[config.mk]
export PLATFORM = sky130hd
export DESIGN_NAME = cpei_event_irq
export DESIGN_NICKNAME = d
export VERILOG_FILES = /design/src/hdl/cpei_pkg.sv /design/src/hdl/cpei_event_irq.sv
export VERILOG_INCLUDE_DIRS = /design/src /design/src/hdl
export SDC_FILE = /design/constraint.sdc
export NUM_CORES = 1
export LEC_CHECK = 0
export BUFFER_PORTS_ARGS = -buffer_cell sky130_fd_sc_hd__buf_2
export CELL_PAD_IN_SITES_DETAIL_PLACEMENT = 1
export CELL_PAD_IN_SITES_GLOBAL_PLACEMENT = 1
export CORE_MARGIN = 2
export CORE_UTILIZATION = 25
export DETAILED_ROUTE_END_ITERATION = 8
export GPL_ROUTABILITY_DRIVEN = 0
export GPL_TIMING_DRIVEN = 0
export PLACE_DENSITY = 0.62
export SLEW_MARGIN = 20
export SYNTH_ARGS = -nofsm -noshare
export SYNTH_HDL_FRONTEND = slang
export SYNTH_SLANG_ARGS = --single-unit
[constraint.sdc]
create_clock -name clk_sys -period 2.2 [get_ports clk_sys]
set_input_delay 0.11 -clock clk_sys [delete_from_list [all_inputs] [get_ports clk_sys]]
set_output_delay 0.11 -clock clk_sys [all_outputs]
set_load 0.005 [all_outputs]
[src/hdl/cpei_defines.svh]
// register offsets, field positions, reset values and timing counts of the event block
`ifndef CPEI_DEFINES_SVH
`define CPEI_DEFINES_SVH

// byte offsets on the wishbone bus (one aligned word each)
`define CPEI_OFS_FLAGS     8'h00
`define CPEI_OFS_ENABLES   8'h04
`define CPEI_OFS_TICKRATE  8'h08
`define CPEI_OFS_PERCTL    8'h0c
`define CPEI_OFS_PERIOD    8'h10
`define CPEI_OFS_STATUS    8'h14
`define CPEI_OFS_CLKCTL    8'h18

// flag / enable bit positions (same layout in both registers)
`define CPEI_BIT_TICK      0
`define CPEI_BIT_LOCK      1
`define CPEI_BIT_OSC       2
`define CPEI_BIT_LVOLT     3
`define CPEI_BIT_HTEMP     4
`define CPEI_BIT_PER       5

// periodic control register bits
`define CPEI_BIT_PER_EN    0
`define CPEI_BIT_PER_CSEL  1
`define CPEI_BIT_PER_PIN   2

// clock control register bits
`define CPEI_BIT_TICK_CSEL 0
`define CPEI_BIT_PSTOP     1
`define CPEI_BIT_KEEPRUN   2
`define CPEI_BIT_OSC_EN    3

// reset values
`define CPEI_RST_TICKRATE  16'h00ff
`define CPEI_RST_PERIOD    16'h0000

// periodic timer start-up delay, in cycles of the selected source
`define CPEI_START_DELAY   2

`endif

[src/hdl/cpei_pkg.sv]
// types shared by the clock power event block
package cpei_pkg;

  // one wishbone classic request
  typedef struct packed {
    logic        cyc;
    logic        stb;
    logic        we;
    logic [7:0]  adr;
    logic [3:0]  sel;
    logic [31:0] dat;
  } cpei_wb_req_t;

  // six event flags, also used for enables and requests
  typedef struct packed {
    logic per;
    logic htemp;
    logic lvolt;
    logic osc;
    logic lock;
    logic tick;
  } cpei_evt_t;

  // whole state of the block
  typedef struct packed {
    cpei_evt_t   flags;
    cpei_evt_t   enables;
    cpei_evt_t   irq;
    logic [15:0] tickRate;
    logic [15:0] tickCnt;
    logic        tickCsel;
    logic        pstop;
    logic        keepRun;
    logic        oscEn;
    logic        perEn;
    logic        perCsel;
    logic        perPinEn;
    logic [15:0] perPeriod;
    logic [16:0] perCnt;
    logic        perWave;
    logic        lockPrev;
    logic        oscGood;
    logic        lvStatus;
    logic        htStatus;
    logic [4:0]  sync1;
    logic [4:0]  sync2;
    logic [3:0]  edgeSync1;
    logic [3:0]  edgeSync2;
    logic [3:0]  edgeLast;
    logic        ack;
    logic [31:0] rdData;
  } cpei_state_t;

endpackage

[src/hdl/cpei_event_irq.sv]
// event flags, real-time tick and autonomous periodic timer with wishbone registers
//
// Operation
// RULE1 - tick counter steps on internal rc or crystal clock per select bit
// RULE2 - in stop, tick runs only if pseudo stop, crystal and keep-run set
// RULE3 - tick period end sets tick flag, restarts, requests when enabled
// RULE4 - any write to tick rate register restarts the tick period
// RULE5 - pll lock toggle sets lock flag; only writing one clears it
// RULE6 - lock request is suppressed while lock enable is zero
// RULE7 - osc good held zero while osc off; set only after pll lock
// RULE8 - every change of osc good sets the crystal status flag
// RULE9 - losing pll lock also clears osc good
// RULE10 - crystal status request only while its enable is set
// RULE11 - in full performance, low-voltage status follows detector levels
// RULE12 - each low-voltage status change sets its flag; request if enabled
// RULE13 - in full performance, over-temp status follows sensor levels
// RULE14 - each over-temp status change sets its flag; request if enabled
// RULE15 - periodic timer runs on rc or bus clock; frozen if bus clock off
// RULE16 - period and clock select writes ignored while periodic timer enabled
// RULE17 - periodic timer starts counting the period once enabled
// RULE18 - period elapsed sets periodic flag, restarts, requests when enabled
// RULE19 - software disables timer before changing period or clock select
// RULE20 - output pin toggles when periodic enable and pin enable are set
// RULE21 - first period may be shorter by the start-up delay
// RULE22 - flags clear only on write one; write zero leaves them
// RULE23 - each request is flag and enable, held until either drops
//
// Decided for this implementation: register access over Wishbone and the placing of the registers.
`timescale 1ns/100ps

`include "cpei_defines.svh"

module cpei_event_irq #(
  parameter int RATE_W = 16                        // tick rate width
) (
  input  wire logic                  clk_sys,      // 125 mhz system clock
  input  wire logic                  reset_n,      // async reset, active low
  input  wire cpei_pkg::cpei_wb_req_t wbReq,       // wishbone request
  output logic [31:0]                wbDatO,       // wishbone read data
  output logic                       wbAck,        // wishbone acknowledge
  input  wire logic                  internalRcClk, // internal rc clock, async
  input  wire logic                  crystalClk,   // crystal clock, async
  input  wire logic                  autoRcClk,    // autonomous rc clock, async
  input  wire logic                  busClkOn,     // bus clock running, same domain
  input  wire logic                  stopMode,     // stop mode active, same domain
  input  wire logic                  fullPerfMode, // full performance mode, same domain
  input  wire logic                  pllLock,      // pll lock status, async
  input  wire logic                  lowSupplyDet, // low voltage detector, async
  input  wire logic                  overTempDet,  // over temperature sensor, async
  output cpei_pkg::cpei_evt_t        irqReq,       // per-source interrupt requests
  output logic                       periodicTimerOutputPin, // periodic waveform
  output logic                       crystalOscGood // oscillator good status
);

  cpei_pkg::cpei_state_t st_r;
  cpei_pkg::cpei_state_t st_nxt;

  logic                  acc;
  logic                  wr;
  logic [31:0]           wdat;
  logic [5:0]            flagW;
  logic [3:0]            clkEdge;
  logic                  tickStep;
  logic                  perStep;
  logic                  lockNow;
  logic                  lvNow;
  logic                  htNow;
  logic                  oscGoodNxt;
  cpei_pkg::cpei_evt_t   setEv;

  // decode and edge detection helpers
  always_comb begin
    acc     = wbReq.cyc & wbReq.stb & ~st_r.ack;
    wr      = acc & wbReq.we;
    wdat    = wbReq.dat;
    flagW   = wdat[5:0];
    // edges only from second sync stage, never the first
    clkEdge = st_r.edgeSync2 & ~st_r.edgeLast;
    lockNow = st_r.sync2[0];
    lvNow   = st_r.sync2[1];
    htNow   = st_r.sync2[2];
    // RULE1 tick source select
    tickStep = st_r.tickCsel ? clkEdge[1] : clkEdge[0];
    // RULE2 stop mode hold
    if (stopMode && !(st_r.pstop && st_r.tickCsel && st_r.keepRun)) begin
      tickStep = 1'b0;
    end
    // RULE15 periodic source, frozen without bus clock when the bus clock is selected
    perStep = st_r.perCsel ? busClkOn : clkEdge[2];
  end

  // next-state logic
  always_comb begin
    st_nxt = st_r;
    setEv  = '0;

    // two flip-flop synchronisers for async levels and clocks
    st_nxt.sync1     = {2'b00, overTempDet, lowSupplyDet, pllLock};
    st_nxt.sync2     = st_r.sync1;
    st_nxt.edgeSync1 = {1'b0, autoRcClk, crystalClk, internalRcClk};
    st_nxt.edgeSync2 = st_r.edgeSync1;
    st_nxt.edgeLast  = st_r.edgeSync2;

    // RULE3 tick period end
    if (tickStep) begin
      if (st_r.tickCnt >= st_r.tickRate) begin
        st_nxt.tickCnt = 16'h0000;
        setEv.tick     = 1'b1;
      end else begin
        st_nxt.tickCnt = st_r.tickCnt + 16'h0001;
      end
    end

    // RULE5 lock toggle detection
    st_nxt.lockPrev = lockNow;
    if (lockNow != st_r.lockPrev) begin
      setEv.lock = 1'b1;
    end

    // RULE7 RULE9 osc good qualified by enable and lock
    oscGoodNxt = st_r.oscEn & lockNow & (st_r.oscGood | st_r.lockPrev);
    st_nxt.oscGood = oscGoodNxt;
    // RULE8 any osc good change flags
    if (oscGoodNxt != st_r.oscGood) begin
      setEv.osc = 1'b1;
    end

    // RULE11 RULE13 status follows detectors in full performance only
    if (fullPerfMode) begin
      st_nxt.lvStatus = lvNow;
      st_nxt.htStatus = htNow;
    end
    // RULE12 low voltage change
    if (st_nxt.lvStatus != st_r.lvStatus) begin
      setEv.lvolt = 1'b1;
    end
    // RULE14 over temp change
    if (st_nxt.htStatus != st_r.htStatus) begin
      setEv.htemp = 1'b1;
    end

    // RULE17 RULE21 counts from enable; start delay preloads the count
    if (!st_r.perEn) begin
      st_nxt.perCnt  = 17'(`CPEI_START_DELAY);
      st_nxt.perWave = 1'b0;
    end else if (perStep) begin
      // RULE18 period elapsed, auto restart
      if (st_r.perCnt >= {1'b0, st_r.perPeriod}) begin
        st_nxt.perCnt  = 17'h00000;
        st_nxt.perWave = ~st_r.perWave;
        setEv.per      = 1'b1;
      end else begin
        st_nxt.perCnt = st_r.perCnt + 17'h00001;
      end
    end

    // wishbone ack and read data
    st_nxt.ack = acc;
    if (acc && !wbReq.we) begin
      unique case (wbReq.adr)
        `CPEI_OFS_FLAGS:    st_nxt.rdData = {26'h0, st_r.flags};
        `CPEI_OFS_ENABLES:  st_nxt.rdData = {26'h0, st_r.enables};
        `CPEI_OFS_TICKRATE: st_nxt.rdData = {16'h0, st_r.tickRate};
        `CPEI_OFS_PERCTL:   st_nxt.rdData = {29'h0, st_r.perPinEn, st_r.perCsel, st_r.perEn};
        `CPEI_OFS_PERIOD:   st_nxt.rdData = {16'h0, st_r.perPeriod};
        `CPEI_OFS_STATUS:   st_nxt.rdData = {28'h0, st_r.htStatus, st_r.lvStatus,
                                             st_r.oscGood, lockNow};
        `CPEI_OFS_CLKCTL:   st_nxt.rdData = {28'h0, st_r.oscEn, st_r.keepRun,
                                             st_r.pstop, st_r.tickCsel};
        default:            st_nxt.rdData = 32'h0000_0000; // unmapped reads zero
      endcase
    end

    // RULE22 write one clears; set wins over clear below
    if (wr && wbReq.adr == `CPEI_OFS_FLAGS && wbReq.sel[0]) begin
      st_nxt.flags = st_r.flags & ~cpei_pkg::cpei_evt_t'(flagW);
    end
    st_nxt.flags = st_nxt.flags | setEv;

    if (wr && wbReq.sel[0]) begin
      unique case (wbReq.adr)
        `CPEI_OFS_ENABLES: st_nxt.enables = cpei_pkg::cpei_evt_t'(flagW);
        `CPEI_OFS_CLKCTL: begin
          st_nxt.tickCsel = wdat[`CPEI_BIT_TICK_CSEL];
          st_nxt.pstop    = wdat[`CPEI_BIT_PSTOP];
          st_nxt.keepRun  = wdat[`CPEI_BIT_KEEPRUN];
          st_nxt.oscEn    = wdat[`CPEI_BIT_OSC_EN];
        end
        `CPEI_OFS_PERCTL: begin
          st_nxt.perEn    = wdat[`CPEI_BIT_PER_EN];
          st_nxt.perPinEn = wdat[`CPEI_BIT_PER_PIN];
          // RULE16 clock select locked while enabled
          if (!st_r.perEn) begin
            st_nxt.perCsel = wdat[`CPEI_BIT_PER_CSEL];
          end
        end
        default: begin
        end
      endcase
    end

    // RULE4 tick rate write restarts the period
    if (wr && wbReq.adr == `CPEI_OFS_TICKRATE) begin
      if (wbReq.sel[0]) st_nxt.tickRate[7:0] = wdat[7:0];
      if (wbReq.sel[1]) st_nxt.tickRate[15:8] = wdat[15:8];
      st_nxt.tickCnt = 16'h0000;
    end

    // RULE16 RULE19 period writable only while disabled
    if (wr && wbReq.adr == `CPEI_OFS_PERIOD && !st_r.perEn) begin
      if (wbReq.sel[0]) st_nxt.perPeriod[7:0] = wdat[7:0];
      if (wbReq.sel[1]) st_nxt.perPeriod[15:8] = wdat[15:8];
    end

    // RULE20 wave held low unless both enables, so the pin leaves a flop
    if (!(st_nxt.perEn && st_nxt.perPinEn)) begin
      st_nxt.perWave = 1'b0;
    end

    // RULE6 RULE10 RULE23 request is flag and enable
    st_nxt.irq = st_nxt.flags & st_nxt.enables;
  end

  // state register
  always_ff @(posedge clk_sys or negedge reset_n) begin
    if (!reset_n) begin
      st_r           <= '0;
      st_r.tickRate  <= `CPEI_RST_TICKRATE;
      st_r.perPeriod <= `CPEI_RST_PERIOD;
    end else begin
      st_r <= st_nxt;
    end
  end

  // outputs straight from flops
  assign wbDatO                 = st_r.rdData;
  assign wbAck                  = st_r.ack;
  assign irqReq                 = st_r.irq;
  // RULE20 pin driven only with both enables
  assign periodicTimerOutputPin = st_r.perWave;
  assign crystalOscGood         = st_r.oscGood;

endmodule

==> results.toml <==
[die]
fp-row-count = 59
die_w_um = 166.1
ioPinCount = 99
start_util_pct = 25.34
die_y_um = 166.1
dieArea_um2 = 27570
coreArea_um2 = 25910

[power]
p_leak_uw = 0.004173
clockPowerShare_pct = 47.4
pwr-share-comb_pct = 12.5
power.total_uw = 6234
pwr-share-seq_pct = 40.1
internal_power_uw = 4636
power_density_nw_per_um2 = 700.0
p_sw_share_pct = 25.63
ir_drop_uv = 453.1
p_sw_uw = 1598

[synthesis]
synth_seq_area_share_pct = 48.56
synth_top_cell_by_area = "dfrtp_1"
synthTopCellsByCount = "dfrtp_1, nand2_1, nor2_1, mux2_2, buf_4"
synthCells = 629
synth_area_leaders = "dfrtp_1, mux2_2, ha_1, buf_4, nand2_1"
yosysMostFrequentCell = "dfrtp_1"
synth_edf_count = 0
synth_cell_types = 55
yosysWarnings = 0
ys_seq_elements = 127
synth_ff_type = "dfrtp_1"
syn_area_per_cell_um2 = 10.44
synth_async_sr_flop_share_pct = 100.0
synth_top_area_share_pct = 45.36
netlist_area_um2 = 6565

[final_layout]
final_util_pct = 34.37
fin_nets = 879
seqCellArea_um2 = 3191
fillerInstances = 2910
area_delta_synth_final_pct = 35.66
final_cells = 1135
multi_input_area_um2 = 3258
drive_above_1_share_pct = 36.50
antennaDiodeCount = 0

[place]
numPortBuffers = 62
dp_slack_ps = -757.3
place_inst = 1042
dp_hpwl_um = 12820

[grt]
grt_max_degree = 88
grt_pass1_wl_um = 29080
antenna_found_initial = 0
first_global_vias = 5307
overflow = 0
grt_usage_pct = 13.39

[job]
maxCapViolations = 0

[timing]
fin_skew_ps = 9.918
worst_pin_slew_ps = 851.5
fin_crit_ps = 2181
hold_viol = 0
slew_viol_final = 0
max_slew_margin_pct = 42.80
layout_setup_ws_ps = 19.29
fmaxAchievable_mhz = 458.6
setup_violations = 0
period_share_pct = 99.12
rsz0062_at_grt = "yes"

[route]
wl_per_cell_um = 16.27
num_vias = 5115
drc_errors = 0
via_per_inst = 4.507
postRouteAntennaNets = 0
detail_route.first_pass.iterations = 4
totalWireLength_um = 18460
drt_iter0_drc = 143

[worst_hold_path]
min_from = "wbReq[2]"
hold_class = "input pin to flop"

[critical_path]
crit_family = "compound AO/OA/AOI/OAI gates"
path_max_fanout = 5
critical_path.cell_chain = "inv_2, ha_4, a21oi_4, nor3_2, a2111oi_4, o21ai_2, a22o_2, buf_8, nor2_1"
arrival_ps = 2530
start_kind = "flop"
cp_num_buf_inv = 2
critical_path.startpoint = "st_r[123]$_DFFE_PN1P_"
critPathCaptureType = "flop"
worstPathRequired_ps = 2550
reg2reg_from = "st_r[123]$_DFFE_PN1P_"
slowest_stage = "dfstp_2"
cpPeakStageDelay_ps = 530
critPathKind = "flop to flop"

[cts]
clk_latency_ps = 430
clk_path_buf_depth = 2
clock-sinks = 127
cts_tree = "built"
cts-buffers-inserted = 17
path_clk_slew_ps = 60
cts_root_buffer = "clkbuf_16"
h-tree-depth = 4

[status]
status = "finished, final reports clean"
## repair_timing
item	4_1_cts	5_1_grt
cloned	1	1
hold buffers	23	1
gates resized for setup	30	46
endpoints found under the setup margin	71	49
setup buffers	15	22
pin swaps	6	18
hold endpoints to repair	80	1
## per-layer routing
layer | track usage [%] | part of all wire [%] | vias to the layer above
li1 | - | - | 2476
met4 | 3.289 | 1.3 | 0
met5 | 0 | 0 | -
met3 | 3.194 | 3.7 | 21
met2 | 21.88 | 49 | 84
met1 | 17.92 | 46 | 2534
## final timing paths
path,endpoint,slack (ps),cells past startpoint
max,st_r[103]$_DFFE_PN0P_,20,9
min in group asynchronous,irqReq[1]$_DFF_PN0_,150,2
min reg2reg,lockNow$_DFF_PN0_,350,0
max reg2reg,st_r[103]$_DFFE_PN0P_,20,9
max in group asynchronous,st_r[70]$_DFFE_PN0N_,1280,3
min,st_r[118]$_DFFE_PN1P_,10,3
## through the flow
stage / hold slack, ps / area [µm²] / TNS [ps]
2_1_floorplan: -185.6 / 6621 / 0
3_3_place_gp: 217.9 / 7351 / -124830
3_5_place_dp: 24.72 / 7388 / -25600
4_1_cts: 4.509 / 8486 / 0
5_1_grt: 21.51 / 8906 / -1282
6_report: 13.98 / 8906 / 0
## registers in the layout, indices dropped and copies added (netlist names)
signal,count
st_nxt,9
lvNow,1
crystalOscGood,1
wbDatO,16
st_r,90
periodicTimerOutputPin,1
irqReq,6
lockNow,1
wbAck,1
htNow,1
## cells in the final DEF, fill, tap and decap left out, types with 5 or more instances in the layout
| master | count |
|---|---|
| dfrtp_1 | 117 |
| buf_6 | 5 |
| dlygate4sd3_1 | 24 |
| a22o_1 | 5 |
| nor2_1 | 38 |
| clkbuf_16 | 18 |
| nand2_1 | 62 |
| o21ai_0 | 28 |
| and2_1 | 7 |
| buf_2 | 67 |
| o22ai_1 | 5 |
| conb_1 | 16 |
| clkbuf_1 | 6 |
| mux2_2 | 40 |
| inv_1 | 33 |
| nor3_1 | 7 |
| nand4_1 | 17 |
| mux2i_1 | 7 |
| nor2_2 | 8 |
| nand3_1 | 17 |
| ha_4 | 8 |
| xor2_1 | 24 |
| a21oi_1 | 19 |
| ha_1 | 26 |
| dfstp_2 | 8 |
| and3_1 | 6 |
| buf_4 | 72 |
| a22oi_1 | 12 |
| clkinvlp_4 | 5 |
## tightest hold or removal path, cell delays in order
cell and delay, ps:
buf_2 160, nand2_1 70, o21ai_0 80
## power by group through the flow
stage          logic, µW  clock network [µW]  registers (µW)
2_1_floorplan        313                   0            2520
3_3_place_gp         498                   0            2540
3_5_place_dp         525                   0            2550
4_1_cts              703                3020            2500
5_1_grt              854                3130            2510
6_report             779                2950            2500
## logic make-up (layout without fill, tap and decap cells)
kind of cell,count (synthesis),count (layout),synth area share (%)
simple gates,200,200,15.36
flops,127,127,48.56
compound gates,100,100,9.587
buf+inv,90,246,7.509
mux,50,50,8.843
fa+ha+maj,34,34,6.480
xor+xnor,27,27,3.602
other cells,1,16,0.05712
## area by class of cell
type / count / share of cell area (%)
clock inverter: 13 / 1.798
clock buffer: 19 / 5.086
tap: 335 / 4.706
multi-input combinational: 427 / 36.58
buffer: 54 / 4.271
inverter: 34 / 1.433
timing repair buffer: 126 / 10.30
sequential: 127 / 35.82
No activity file was read; power rests on OpenSTA's default activity.
